**config.mk**
```make
export PLATFORM = sky130hd
export DESIGN_NAME = glo_top
export DESIGN_NICKNAME = d
export VERILOG_FILES = /design/src/rtl/glo_pkg.sv /design/src/rtl/glo_i2c_slave.sv /design/src/rtl/glo_top.sv
export VERILOG_INCLUDE_DIRS = /design/src /design/src/rtl
export SDC_FILE = /design/constraint.sdc
export NUM_CORES = 1
export LEC_CHECK = 0
export BUFFER_PORTS_ARGS = -buffer_cell sky130_fd_sc_hd__buf_4
export CORE_UTILIZATION = 60
export DETAILED_ROUTE_END_ITERATION = 16
export PLACE_DENSITY = 0.77
export SLEW_MARGIN = 10
export SYNTH_ARGS = -nofsm -noshare
export SYNTH_HDL_FRONTEND = slang
export SYNTH_HIERARCHICAL = 1
export SYNTH_SLANG_ARGS = --single-unit
```
**constraint.sdc**
```tcl
create_clock -name clk -period 47.8 [get_ports clk]
set_input_delay 9.56 -clock clk [delete_from_list [all_inputs] [get_ports clk]]
set_output_delay 9.56 -clock clk [all_outputs]
set_load 0.005 [all_outputs]
```
**src/rtl/glo_cfg.svh**
```systemverilog
`ifndef GLO_CFG_SVH
`define GLO_CFG_SVH
// Clock and baud rates
`define GLO_CLK_HZ 25000000
`define GLO_BAUD_DEF 38400
`define GLO_BAUD_MID 19200
`define GLO_BAUD_LOW 9600
`define GLO_BAUD_DIV(b) (`GLO_CLK_HZ / (b))
`define GLO_MS_CYCLES (`GLO_CLK_HZ / 1000)
// Text frame characters
`define GLO_FRAME_LAST 4'hB
`define GLO_CH_SP 8'h20
`define GLO_CH_ZERO 8'h30
`define GLO_CH_PCT 8'h25
`define GLO_CH_L 8'h4C
`define GLO_CH_E 8'h45
`define GLO_CH_P 8'h70
`define GLO_CH_M 8'h6D
`define GLO_CH_CR 8'h0D
`define GLO_CH_LF 8'h0A
`define GLO_TEXT_MAX 15'h0063
// Two-wire slave
`define GLO_I2C_ADDR 7'h31
`define GLO_CMD_READ 8'h52
`define GLO_RESP_HDR 8'h08
`define GLO_RESV 8'h00
// Alarm defaults in percent of lower explosive limit
`define GLO_ALARM_ON_DEF 7'h19
`define GLO_ALARM_OFF_DEF 7'h14
// Pulse width output in milliseconds
`define GLO_PWM_START_MS 11'h002
`define GLO_PWM_SPAN_MS 1000
`define GLO_PWM_PERIOD_MS 11'h7D0
`define GLO_RANGE_LEL 7'h64
`define GLO_RANGE_PPM 15'h6978
`endif

```
**src/rtl/glo_pkg.sv**
```systemverilog
package glo_pkg;
  // One measurement from the sensing core
  typedef struct packed {
    logic valid;
    logic [6:0] lel;
    logic [14:0] ppm;
  } glo_sample_type;
  // Serial line rate choice
  typedef enum logic [1:0] {
    GLO_BAUD_38400 = 2'h0,
    GLO_BAUD_9600 = 2'h1,
    GLO_BAUD_19200 = 2'h2
  } glo_baud_type;
endpackage

```
**src/rtl/glo_i2c_slave.sv**
```systemverilog
`timescale 1ns/10ps
`include "glo_cfg.svh"
module glo_i2c_slave
  import glo_pkg::*;
(
  // Clock and reset
  input wire logic clk,
  input wire logic reset,
  // Open drain pins
  input wire logic scl_in,
  input wire logic sda_in,
  output logic sda_out,
  output logic sda_oe,
  // Seven byte reply, header first
  input wire logic [55:0] resp_data
);
  // Bus phase, one-hot
  typedef enum logic [4:0] {
    ST_IDLE = 5'h01,
    ST_ADDR = 5'h02,
    ST_ACK = 5'h04,
    ST_TX = 5'h08,
    ST_TXACK = 5'h10
  } glo_i2c_state_type;
  glo_i2c_state_type state_reg;
  logic [2:0] scl_sync_reg; // Three stage synchroniser
  logic [2:0] sda_sync_reg;
  logic scl_f_reg, sda_f_reg, scl_p_reg, sda_p_reg; // Filtered and previous
  logic [7:0] shift_reg; // Byte in or out
  logic [2:0] bit_cnt_reg;
  logic [55:0] resp_reg; // Reply being sent
  logic is_addr_reg, rw_reg, ack_drv_reg;
  logic scl_rise, scl_fall, start_cond, stop_cond;
  logic [7:0] byte_in;
  // ********************************
  // Pin conditioning
  // ********************************
  // Level counts once second and third stages agree
  always_ff @(posedge clk)
  begin
    if (reset)
    begin
      scl_sync_reg <= 3'h7;
      sda_sync_reg <= 3'h7;
      scl_f_reg <= 1'b1;
      sda_f_reg <= 1'b1;
      scl_p_reg <= 1'b1;
      sda_p_reg <= 1'b1;
    end
    else
    begin
      scl_sync_reg <= {scl_sync_reg[1:0], scl_in};
      sda_sync_reg <= {sda_sync_reg[1:0], sda_in};
      if (scl_sync_reg[1] == scl_sync_reg[2])
        scl_f_reg <= scl_sync_reg[2];
      if (sda_sync_reg[1] == sda_sync_reg[2])
        sda_f_reg <= sda_sync_reg[2];
      scl_p_reg <= scl_f_reg;
      sda_p_reg <= sda_f_reg;
    end
  end
  assign scl_rise = scl_f_reg & ~scl_p_reg;
  assign scl_fall = ~scl_f_reg & scl_p_reg;
  assign start_cond = scl_f_reg & scl_p_reg & sda_p_reg & ~sda_f_reg;
  assign stop_cond = scl_f_reg & scl_p_reg & ~sda_p_reg & sda_f_reg;
  assign byte_in = {shift_reg[6:0], sda_f_reg};
  assign sda_out = 1'b0; // Only ever pulls low
  // ********************************
  // Protocol engine
  // ********************************
  // Address, command, acknowledge and reply shifting
  always_ff @(posedge clk)
  begin
    if (reset || stop_cond)
    begin
      state_reg <= ST_IDLE;
      sda_oe <= 1'b0;
      shift_reg <= 8'h00;
      bit_cnt_reg <= 3'h0;
      resp_reg <= 56'h0;
      is_addr_reg <= 1'b0;
      rw_reg <= 1'b0;
      ack_drv_reg <= 1'b0;
    end
    else if (start_cond)
    begin
      // Start or repeated start
      state_reg <= ST_ADDR;
      sda_oe <= 1'b0;
      bit_cnt_reg <= 3'h0;
      is_addr_reg <= 1'b1;
      ack_drv_reg <= 1'b0; // A start cut into an acknowledge slot
    end
    else
      unique case (state_reg)
        ST_IDLE: ;
        ST_ADDR:
          if (scl_rise)
          begin
            shift_reg <= byte_in;
            bit_cnt_reg <= bit_cnt_reg + 3'h1;
            if (bit_cnt_reg == 3'h7)
            begin
              // Address byte: command byte only after a write address
              if (is_addr_reg && byte_in[7:1] == `GLO_I2C_ADDR)
              begin
                rw_reg <= byte_in[0];
                state_reg <= ST_ACK;
                if (byte_in[0])
                  resp_reg <= resp_data;
              end
              else if (!is_addr_reg && byte_in == `GLO_CMD_READ)
              begin
                state_reg <= ST_ACK;
              end
              else
                state_reg <= ST_IDLE;
            end
          end
        ST_ACK:
          if (scl_fall)
          begin
            ack_drv_reg <= ~ack_drv_reg;
            if (!ack_drv_reg)
              sda_oe <= 1'b1;
            else if (is_addr_reg && rw_reg)
            begin
              // First reply bit goes out right away
              state_reg <= ST_TX;
              shift_reg <= {resp_reg[54:48], 1'b0};
              sda_oe <= ~resp_reg[55];
              bit_cnt_reg <= 3'h0;
            end
            else
            begin
              sda_oe <= 1'b0;
              is_addr_reg <= 1'b0;
              bit_cnt_reg <= 3'h0;
              state_reg <= is_addr_reg ? ST_ADDR : ST_IDLE;
            end
          end
        ST_TX:
          if (scl_fall)
          begin
            bit_cnt_reg <= bit_cnt_reg + 3'h1;
            shift_reg <= {shift_reg[6:0], 1'b0};
            sda_oe <= (bit_cnt_reg == 3'h7) ? 1'b0 : ~shift_reg[7];
            if (bit_cnt_reg == 3'h7)
            begin
              state_reg <= ST_TXACK;
              resp_reg <= {resp_reg[47:0], `GLO_RESV};
            end
          end
        ST_TXACK:
          if (scl_rise && sda_f_reg)
            state_reg <= ST_IDLE; // Master ends the read
          else if (scl_fall)
          begin
            state_reg <= ST_TX;
            shift_reg <= {resp_reg[54:48], 1'b0};
            sda_oe <= ~resp_reg[55];
          end
        default: state_reg <= ST_IDLE;
      endcase
  end
endmodule

```
**src/rtl/glo_top.sv**
```systemverilog
`timescale 1ns/10ps
`include "glo_cfg.svh"
// Overview of operation
// - Twelve byte text frame ending LEL CRLF
// - Leading zero digits sent as spaces
// - Ppm variant: six digit field, ppm, CRLF
// - Two-wire slave answers address 0x31 only
// - Address bit 0 selects read or write
// - Reply: header, two value bytes, zeros
// - Alarm on above 25, off at 20
// - Alarm thresholds loadable from outside
// - Pulse high 2 ms plus scaled 1000 ms
// - Pulse full scale is 100 percent, or 27000 ppm in ppm mode
// - Serial 38400 8N1, or 9600, 19200
module glo_top
  import glo_pkg::*;
#(
  parameter int MS_CYCLES = `GLO_MS_CYCLES
)
(
  // Clock and reset
  input wire logic clk,
  input wire logic reset,
  // Measurement source
  input wire glo_sample_type sample,
  // Output options
  input wire logic ppm_mode,
  input wire glo_baud_type baud_sel,
  // Alarm threshold set-up
  input wire logic thr_load,
  input wire logic [6:0] thr_on_level,
  input wire logic [6:0] thr_off_level,
  // Serial text output
  output logic uart_txd,
  // Two-wire slave pins
  input wire logic scl_in,
  input wire logic sda_in,
  output logic sda_out,
  output logic sda_oe,
  // Alarm open collector and pulse output
  output logic alarm_out,
  output logic alarm_oe,
  output logic pwm_out
);
  logic [6:0] lel_reg; // Latest level, percent
  logic [14:0] ppm_reg; // Latest level, ppm
  logic [6:0] thr_on_reg, thr_off_reg; // Alarm thresholds
  logic alarm_reg;
  logic pend_reg; // Frame waiting to go out
  logic busy_reg; // Frame in progress
  logic txt_ppm_reg; // Frame format snapshot
  logic [14:0] txt_val_reg; // Frame value snapshot
  logic [3:0] byte_idx_reg, bit_idx_reg;
  logic [11:0] baud_cnt_reg;
  logic [11:0] baud_div; // Cycles per bit
  logic [7:0] tx_char; // Current frame character
  logic [15:0] ms_div_reg; // Millisecond divider
  logic ms_tick;
  logic [10:0] ms_cnt_reg; // Position in period
  logic [10:0] th_ms_reg; // High time, ms
  logic [15:0] resp_val; // Two-wire value field
  // ********************************
  // Helpers
  // ********************************
  // Decimal character at a digit position; leading zeros become spaces
  function automatic logic [7:0] dec_char(input logic [14:0] v, input logic [2:0] pos);
    logic [14:0] t;
    t = v;
    for (int i = 0; i < 5; i++)
      if (i < int'(pos))
        t = t / 15'd10;
    if (t == 15'h0 && pos != 3'h0)
      return `GLO_CH_SP;
    return `GLO_CH_ZERO + 8'(t % 15'd10);
  endfunction
  // ********************************
  // Latest measurement
  // ********************************
  // Text frame and two-wire reply are fed from these; alarm and pulse take the sample directly
  always_ff @(posedge clk)
  begin
    if (reset)
    begin
      lel_reg <= 7'h00;
      ppm_reg <= 15'h0000;
    end
    else if (sample.valid)
    begin
      lel_reg <= sample.lel;
      ppm_reg <= sample.ppm;
    end
  end
  // ********************************
  // Alarm
  // ********************************
  // Threshold registers reload from the set-up port
  always_ff @(posedge clk)
  begin
    if (reset)
    begin
      thr_on_reg <= `GLO_ALARM_ON_DEF;
      thr_off_reg <= `GLO_ALARM_OFF_DEF;
    end
    else if (thr_load)
    begin
      thr_on_reg <= thr_on_level;
      thr_off_reg <= thr_off_level;
    end
  end
  // Hysteresis: on above upper level, off at or below lower
  always_ff @(posedge clk)
  begin
    if (reset)
      alarm_reg <= 1'b0;
    else if (sample.valid)
    begin
      if (sample.lel > thr_on_reg)
        alarm_reg <= 1'b1;
      else if (sample.lel <= thr_off_reg)
        alarm_reg <= 1'b0;
    end
  end
  assign alarm_out = 1'b0;
  assign alarm_oe = alarm_reg;
  // ********************************
  // Serial text frame
  // ********************************
  // Bit period from selected rate
  always_comb
  begin
    unique case (baud_sel)
      GLO_BAUD_9600: baud_div = 12'(`GLO_BAUD_DIV(`GLO_BAUD_LOW));
      GLO_BAUD_19200: baud_div = 12'(`GLO_BAUD_DIV(`GLO_BAUD_MID));
      default: baud_div = 12'(`GLO_BAUD_DIV(`GLO_BAUD_DEF));
    endcase
  end
  // Character at the current frame position
  always_comb
  begin
    tx_char = `GLO_CH_SP;
    if (txt_ppm_reg)
    begin
      unique case (byte_idx_reg)
        4'h0, 4'h1, 4'h2, 4'h3, 4'h4, 4'h5:
          tx_char = dec_char(txt_val_reg, 3'(4'h5 - byte_idx_reg));
        4'h7, 4'h8: tx_char = `GLO_CH_P;
        4'h9: tx_char = `GLO_CH_M;
        4'hA: tx_char = `GLO_CH_CR;
        4'hB: tx_char = `GLO_CH_LF;
        default: tx_char = `GLO_CH_SP;
      endcase
    end
    else
    begin
      unique case (byte_idx_reg)
        4'h3: tx_char = dec_char(txt_val_reg, 3'h1);
        4'h4: tx_char = dec_char(txt_val_reg, 3'h0);
        4'h5: tx_char = `GLO_CH_PCT;
        4'h7, 4'h9: tx_char = `GLO_CH_L;
        4'h8: tx_char = `GLO_CH_E;
        4'hA: tx_char = `GLO_CH_CR;
        4'hB: tx_char = `GLO_CH_LF;
        default: tx_char = `GLO_CH_SP;
      endcase
    end
  end
  // New sample queues a frame; a new sample beats the clear
  always_ff @(posedge clk)
  begin
    if (reset)
      pend_reg <= 1'b0;
    else if (sample.valid)
      pend_reg <= 1'b1;
    else if (!busy_reg)
      pend_reg <= 1'b0;
  end
  // Frame sequencer: start, 8 data bits lsb first, stop
  always_ff @(posedge clk)
  begin
    if (reset)
    begin
      busy_reg <= 1'b0;
      txt_ppm_reg <= 1'b0;
      txt_val_reg <= 15'h0000;
      byte_idx_reg <= 4'h0;
      bit_idx_reg <= 4'h0;
      baud_cnt_reg <= 12'h000;
    end
    else if (!busy_reg)
    begin
      if (pend_reg)
      begin
        busy_reg <= 1'b1;
        txt_ppm_reg <= ppm_mode;
        // Two digit field tops out at 99
        txt_val_reg <= ppm_mode ? ppm_reg
          : (15'(lel_reg) > `GLO_TEXT_MAX ? `GLO_TEXT_MAX : 15'(lel_reg));
        byte_idx_reg <= 4'h0;
        bit_idx_reg <= 4'h0;
        baud_cnt_reg <= 12'h000;
      end
    end
    else if (baud_cnt_reg == baud_div - 12'h001)
    begin
      baud_cnt_reg <= 12'h000;
      if (bit_idx_reg == 4'h9)
      begin
        bit_idx_reg <= 4'h0;
        if (byte_idx_reg == `GLO_FRAME_LAST)
          busy_reg <= 1'b0;
        else
          byte_idx_reg <= byte_idx_reg + 4'h1;
      end
      else
        bit_idx_reg <= bit_idx_reg + 4'h1;
    end
    else
      baud_cnt_reg <= baud_cnt_reg + 12'h001;
  end
  // Line level, one cycle behind the sequencer
  always_ff @(posedge clk)
  begin
    if (reset || !busy_reg || bit_idx_reg == 4'h9)
      uart_txd <= 1'b1;
    else if (bit_idx_reg == 4'h0)
      uart_txd <= 1'b0;
    else
      uart_txd <= tx_char[3'(bit_idx_reg - 4'h1)];
  end
  // ********************************
  // Pulse width output
  // ********************************
  // Millisecond enable and position in the period
  always_ff @(posedge clk)
  begin
    if (reset || ms_tick)
      ms_div_reg <= 16'h0000;
    else
      ms_div_reg <= ms_div_reg + 16'h0001;
  end
  assign ms_tick = (ms_div_reg == 16'(MS_CYCLES - 1));
  always_ff @(posedge clk)
  begin
    if (reset)
      ms_cnt_reg <= 11'h000;
    else if (ms_tick)
      ms_cnt_reg <= (ms_cnt_reg == `GLO_PWM_PERIOD_MS - 11'h001) ? 11'h000
        : ms_cnt_reg + 11'h001;
  end
  // High time scaled over full range at each sample
  always_ff @(posedge clk)
  begin
    if (reset)
      th_ms_reg <= `GLO_PWM_START_MS;
    else if (sample.valid)
    begin
      if (ppm_mode)
        th_ms_reg <= `GLO_PWM_START_MS + 11'((25'(sample.ppm > `GLO_RANGE_PPM ? `GLO_RANGE_PPM
          : sample.ppm) * 25'(`GLO_PWM_SPAN_MS)) / 25'(`GLO_RANGE_PPM));
      else
        th_ms_reg <= `GLO_PWM_START_MS + 11'((17'(sample.lel > `GLO_RANGE_LEL ? `GLO_RANGE_LEL
          : sample.lel) * 17'(`GLO_PWM_SPAN_MS)) / 17'(`GLO_RANGE_LEL));
    end
  end
  always_ff @(posedge clk)
  begin
    if (reset)
      pwm_out <= 1'b0;
    else
      pwm_out <= ms_cnt_reg < th_ms_reg;
  end
  // ********************************
  // Two-wire reply
  // ********************************
  assign resp_val = ppm_mode ? 16'(ppm_reg) : 16'(lel_reg);
  glo_i2c_slave u_i2c
  (
    .clk(clk),
    .reset(reset),
    .scl_in(scl_in),
    .sda_in(sda_in),
    .sda_out(sda_out),
    .sda_oe(sda_oe),
    .resp_data({`GLO_RESP_HDR, resp_val, {4{`GLO_RESV}}})
  );
endmodule

```
==> results of run 1 <==
-- cell families (layout without fill, tap and decap cells) --
logic type | after synthesis | after routing
adders and majority gates | 231 | 231
buffers and inverters | 436 | 329
muxes | 147 | 147
DFF | 201 | 201
xor gates and xnor gates | 169 | 169
other | 3 | 44
and+or+nand+nor | 1491 | 1491
AOI/OAI and AO/OA | 1430 | 1430
-- worst reg2reg max path, delay by kind of cell, from the launching register on --
| family | cells | cell delay (ns) |
|---|---|---|
| xor+xnor | 2 | 0.54 |
| buf+inv | 3 | 0.40 |
| compound gates | 26 | 8.82 |
| simple gates | 12 | 2.95 |
| fa+ha+maj | 4 | 1.09 |
| flops | 1 | 0.85 |
-- final cells by class --
class,instances,share of cell area (%)
Tap cell,664,2.674
Clock inverter,12,0.6201
Timing Repair Buffer,83,2.005
Sequential cell,201,12.95
Inverter,205,2.476
Antenna cell,1,0.008053
Multi-Input combinational cell,3511,77.28
Clock buffer,29,1.989
-- final timing paths --
check / slack, ns / startpoint / endpoint
hold / removal: 0.42 / u_i2c/sda_sync_reg[0] / u_i2c/sda_sync_reg[1]
hold reg to reg: 0.42 / u_i2c/sda_sync_reg[0] / u_i2c/sda_sync_reg[1]
setup / recovery: 21.01 / sample[7] / th_ms_reg[0]
setup reg to reg: 32.98 / txt_val_reg[12] / uart_txd
-- synth_stat cells, types with 49 or more instances --
library cell  instances
o21ai_0             235
nand3_1             151
o211ai_1             59
clkbuf_1            159
mux2i_1             125
a21o_1               54
a31oi_1              57
and2_1               49
a211oi_1             75
xnor2_1             117
nand4_1              49
fa_1                 68
nand2_1             367
nand2b_1             49
dfxtp_1             201
a21oi_1             318
nor2_1              415
inv_1               200
ha_1                144
nor3_1              121
-- cells in the final DEF (no fill, tap or decap), types with 54 or more instances in the layout --
cell type	instances
nor2_1	415
nand2_1	367
a21oi_1	318
o21ai_0	234
dfxtp_1	201
inv_1	200
nand3_1	151
ha_1	144
mux2i_1	125
nor3_1	121
xnor2_1	117
buf_4	83
a211oi_1	75
fa_1	68
o211ai_1	59
a31oi_1	57
a21o_1	54
-- metal layers --
metal  track usage (%)  vias up
li1                  -    15180
met3             2.900      128
met5                 0        -
met2             49.73     1109
met4             7.988        0
met1             43.49    14430
-- stage by stage --
| stage | hold slack (ns) | cells | worst slack (ns) |
|---|---|---|---|
| after floorplan | 0.3895 | 4148 | 23.92 |
| after global placement | 0.3909 | 4664 | 21.18 |
| after detailed placement | 0.4031 | 4664 | 20.71 |
| after CTS | 0.4175 | 4705 | 21.17 |
| after global routing | 0.4388 | 4706 | 19.49 |
| final | 0.4166 | 4706 | 21.01 |
==> metrics.md, run 1 <==
| Metric | Value |
|---|---|
| Clk pin slew, worst setup/hold paths | `about 0.06 ns` |
| Family with the most delay on the worst path | `compound AO/OA/AOI/OAI gates` |
| Hold Crit Class | `reg2reg` |
| Mux share of post-synthesis cell area | `5.057%` |
| Xor and xnor area share after synthesis | `under 10%` |
| GP Congestion | `~0.94` |
| Asr flop ratio synth | `0%` |
| All-layer global routing usage | `between 30% and 40%` |
| CTS tree | `done` |
| First-pass GRT wire length | `133.8 mm` |
| # nets final | `approximately 4300` |
| Port buffer count | `48` |
| Setup Fix Bufs, Post-CTS | `0` |
| Slew @ Worst Pin | `1.145 ns` |
| Syn_area_per_cell | `between 7 and 8 sq um` |
| Core Util, Final | `63.61%` |
| Worst clock skew | `approximately 0.022 ns` |
| Seq/Total Area, Yosys | `a little over an eighth` |
| Cells after synthesis | `between 4000 and 5000` |
| Worst slew margin relative to its limit | `23.23%` |
| CTS sink cnt | `about 200` |
| Unique cell type count in the Yosys netlist | `between 100 and 150` |
| Area occupied by multi-input gates | `around 24000 sq um` |
| Row cnt | `approximately 80` |
| Filler Cell Count | `4517` |
| Area grow syn2layout | `4.833%` |
| Hold-fix buffers, CTS | `0` |
| Worst skew pair latency | `between 0.5 and 0.6 ns` |
| Primary FF master, synth | `dfxtp_1` |
| Max Slew Vio Count | `0` |
| Setup crit start kind | `primary input` |
| Max-cap viol count | `0` |
| Width of the die | `approximately 220 microns` |
| RSZ-0062 raised after global routing | `no` |
| Met3 routed WL | `5.000 mm` |
| Adder-Cell Fraction of Synth Area | `between 10% and 20%` |
| Drt wl/cell | `about 17 microns` |
| H-Tree Level Count | `1` |
| Post-DP Area | `around 30000 sq um` |
| Clk buf depth | `3` |
| Top sig layer | `met4` |
| Root Driver | `clkbuf_16` |
| Setup Crit Path Kind | `in2reg` |
| Area leader, netlist | `dfxtp_1` |
| Syn Std Cell Area | `29640 sq um` |
| Arrival time worst endpoint | `between 20 and 30 ns` |
| Crit path depth | `53` |
| CP Buf/Inv Count | `5` |
| ANT nets after route | `0` |
| Reg2reg path depth | `47` |
| Starting Density | `60.68%` |
| Resized cells post-CTS | `0` |
| Synth area leaders | `dfxtp_1, ha_1, a21oi_1` |
| First drt pass iteration count | `6` |
| Final hold vios | `0` |
| EDFF count, synth | `0` |
| Hold depth | `1` |
| Area share of the largest cell type after synthesis | `13.58%` |
| Via Count | `30850` |
| Fin area | `slightly above 30000 sq um` |
| CTS Buf Count | `23` |
| Max FO, Critical Path | `17` |
| DP Wirelength | `between 50 and 60 mm` |
| Core ar. | `between 40000 and 50000 sq um` |
| Setup violators final | `0` |
| Reg area | `approximately 4000 sq um` |
| CP max-delay cell | `a41oi_1` |
| Layout cells sized above 1 | `8.117%` |
| Status | `completed` |
| Residual DRC count | `0` |
| Largest net degree at the start of global routing | `a little over 60` |
| Vias/cell | `roughly 6.6` |
| Met2 WL | `between 30 and 40 mm` |
| Setup TNS | `0 ns` |
| Worst path max stage delay | `about 0.86 ns` |
| Die Area | `between 50000 and 60000 sq um` |
| Compound-Gate Fraction of Synth Area | `between 30% and 40%` |
| CP required | `about 48 ns` |
| Largest family of logic cells by synthesized area | `compound AO/OA/AOI/OAI gates` |
| Drt total wl | `around 80 mm` |
| Number of global-route vias before repair | `around 27000` |
| Min Tclk post-route | `26.79 ns` |
| Simple-gate portion of the synthesized area | `around 25%` |
| Die Y | `~220 microns` |
| Post-synthesis register bit count | `between 200 and 250` |
| Max Clk Rate | `37.33 MHz` |
| Synth warn | `6` |
| Metal-1 WL | `37.27 mm` |
| Initial antenna violation count | `1` |
| Iteration-0 DRC Markers | `2999` |
| CP endpoint kind | `flip-flop` |
| Max FFs per register | `56` |
| Period utilization | `a little under three fifths` |
| Grt ovf | `0` |
| I/O pin cnt | `51` |
Power of run 1 is left out: the tool's default activity adds up to more than one toggle a clock period on the data nets, which glitch-free logic cannot reach.
==> run 2, diff against run 1 <==
==> constraint.sdc (replaced) <==
create_clock -name clk -period 26 [get_ports clk]
set_input_delay 5.2 -clock clk [delete_from_list [all_inputs] [get_ports clk]]
set_output_delay 5.2 -clock clk [all_outputs]
set_load 0.005 [all_outputs]
==> metrics.md, run 2 (same netlist as run 1, synthesis figures left out) <==
| Metric | Value |
|---|---|
| Arrival time worst endpoint | `22.85 ns (-4.30 ns)` |
| Core ar. | `48850 sq um (unchanged)` |
| Post-DP Area | `30260 sq um (unchanged)` |
| Iteration-0 DRC Markers | `2924 (-2.5%)` |
| RSZ-0062 raised after global routing | `no` |
| CP endpoint kind | `flip-flop` |
| Drt total wl | `79.99 mm (-0.36%)` |
| DP Wirelength | `59.76 mm (-0.10%)` |
| Root Driver | `clkbuf_16` |
| Worst skew pair latency | `0.52 ns (about the same)` |
| FF-to-FF setup slack | `11.00 ns (-21.98 ns)` |
| Max Clk Rate | `about 44 MHz` |
| Max Slew Vio Count | `0 (unchanged)` |
| CTS Buf Count | `23 (unchanged)` |
| CP Buf/Inv Count | `5 (unchanged)` |
| Max FFs per register | `56 (unchanged)` |
| Setup Crit Path Kind | `in2reg` |
| # nets final | `4282 (unchanged)` |
| Die Y | `224.3 microns (unchanged)` |
| CP max-delay cell | `a41oi_1` |
| All-layer global routing usage | `30.75% (+0.064 points)` |
| Period utilization | `approximately 87%` |
| Clk buf depth | `3 (unchanged)` |
| Setup Fix Bufs, Post-CTS | `0 (unchanged)` |
| Family with the most delay on the worst path | `compound AO/OA/AOI/OAI gates` |
| Largest net degree at the start of global routing | `61 (unchanged)` |
| Port buffer count | `48 (unchanged)` |
| Min Tclk post-route | `approximately 22 ns` |
| CP required | `26.36 ns (-21.80 ns)` |
| First drt pass iteration count | `8 (+2)` |
| Most frequent cells in the layout | `nor2_1, nand2_1, a21oi_1` |
| Area grow syn2layout | `5.049%` |
| GP Congestion | `0.9424 (about the same)` |
| Starting Density | `60.68% (unchanged)` |
| Hold-fix buffers, CTS | `0 (unchanged)` |
| Initial antenna violation count | `1 (unchanged)` |
| Setup violators final | `0 (unchanged)` |
| CTS sink cnt | `201 (unchanged)` |
| Row cnt | `81 (unchanged)` |
| Width of the die | `224.3 microns (unchanged)` |
| Max-cap viol count | `0 (unchanged)` |
| Setup TNS | `0 ns (unchanged)` |
| Cells after DPL | `4664 (unchanged)` |
| Max FO, Critical Path | `17 (unchanged)` |
| Via Count | `30720 (-0.41%)` |
| ANT nets after route | `0 (unchanged)` |
| Die Area | `50290 sq um (unchanged)` |
| Hold Crit Class | `reg2reg` |
| Worst clock skew | `0.01375 ns (-0.008478 ns)` |
| Clk pin slew, worst setup/hold paths | `0.06 ns (about the same)` |
| H-Tree Level Count | `1 (unchanged)` |
| Resized cells post-CTS | `0 (unchanged)` |
| Number of global-route vias before repair | `27430 (+0.25%)` |
| CTS tree | `done` |
| Worst slew margin relative to its limit | `25.32% (+2.1 points)` |
| Fin area | `31140 sq um (+0.21%)` |
| Status | `completed` |
| Slew @ Worst Pin | `1.113 ns (-0.03120 ns)` |
| Filler Cell Count | `4534 (+0.38%)` |
| Vias/cell | `6.526 (-0.44%)` |
| Worst path max stage delay | `0.90 ns (+0.04 ns)` |
| Layout cells sized above 1 | `8.214% (+0.097 points)` |
| Grt ovf | `0 (unchanged)` |
| Finished Layout Cells | `4707 (+0.021%)` |
| Drt wl/cell | `16.99 microns (-0.38%)` |
| I/O pin cnt | `51 (unchanged)` |
| Most common cell after layout, fill and taps aside | `nor2_1` |
| Setup crit start kind | `primary input` |
| First-pass GRT wire length | `134.3 mm (+0.33%)` |
| Residual DRC count | `0 (unchanged)` |
| Final hold vios | `0 (unchanged)` |
==> run 2: cell types whose count changed in the layout (fill, tap and decap cells not counted), sizes merged <==
| cell | before | now |
|---|---|---|
| bufinv | 5 | 6 |
| clkbuf | 29 | 28 |
| clkinvlp | 0 | 1 |
==> run 2: routing by layer <==
| metal | vias up | global-route usage [%] | wire, microns |
|---|---|---|---|
| li1 | 15190 | - | - |
| met1 | 14440 | 43.82 | 37960 |
| met2 | 986 | 50.26 | 36410 |
| met3 | 103 | 2.913 | 4303 |
| met4 | 0 | 6.430 | 1315 |
| met5 | - | 0 | 0 |
==> run 2: final timing paths <==
| path | startpoint | endpoint | depth (start not counted) |
|---|---|---|---|
| max | sample[7] | th_ms_reg[0] | 53 |
| min | u_i2c/scl_sync_reg[0] | u_i2c/scl_sync_reg[1] | 1 |
| max reg2reg | txt_val_reg[12] | uart_txd | 47 |
| min reg2reg | u_i2c/scl_sync_reg[0] | u_i2c/scl_sync_reg[1] | 1 |
==> run 2: cell type report <==
class	count	area (sq um)	area share [%]
Sequential cell	201	4024	12.92
Tap cell	664	830.8	2.668
Multi-Input combinational cell	3511	24010	77.12
Clock buffer	28	634.4	2.037
Antenna cell	1	2.502	0.008037
Clock inverter	14	240.2	0.7715
Timing Repair Buffer	83	623.1	2.001
Inverter	205	769.5	2.471
==> run 2: stage by stage <==
stage | util, % | hold WS [ns] | worst slack [ns]
after detailed placement | 61.95 | 0.3968 | 3.243
after floorplan | - | 0.3895 | 6.484
after global placement | 61.95 | 0.3923 | 3.760
after CTS | 63.74 | 0.4114 | 3.794
after global routing | 63.74 | 0.4429 | 1.981
final | 63.74 | 0.4097 | 3.503
==> run 2: worst register-to-register path: cells and delay by family (launching register included) <==
kind | cells | cell delay, ns
and+or+nand+nor | 12 | 2.97
xor gates and xnor gates | 2 | 0.55
buffers and inverters | 3 | 0.42
AOI/OAI and AO/OA | 26 | 8.96
DFF | 1 | 0.85
adders and majority gates | 4 | 1.12
Power of run 2 is left out for the same reason.
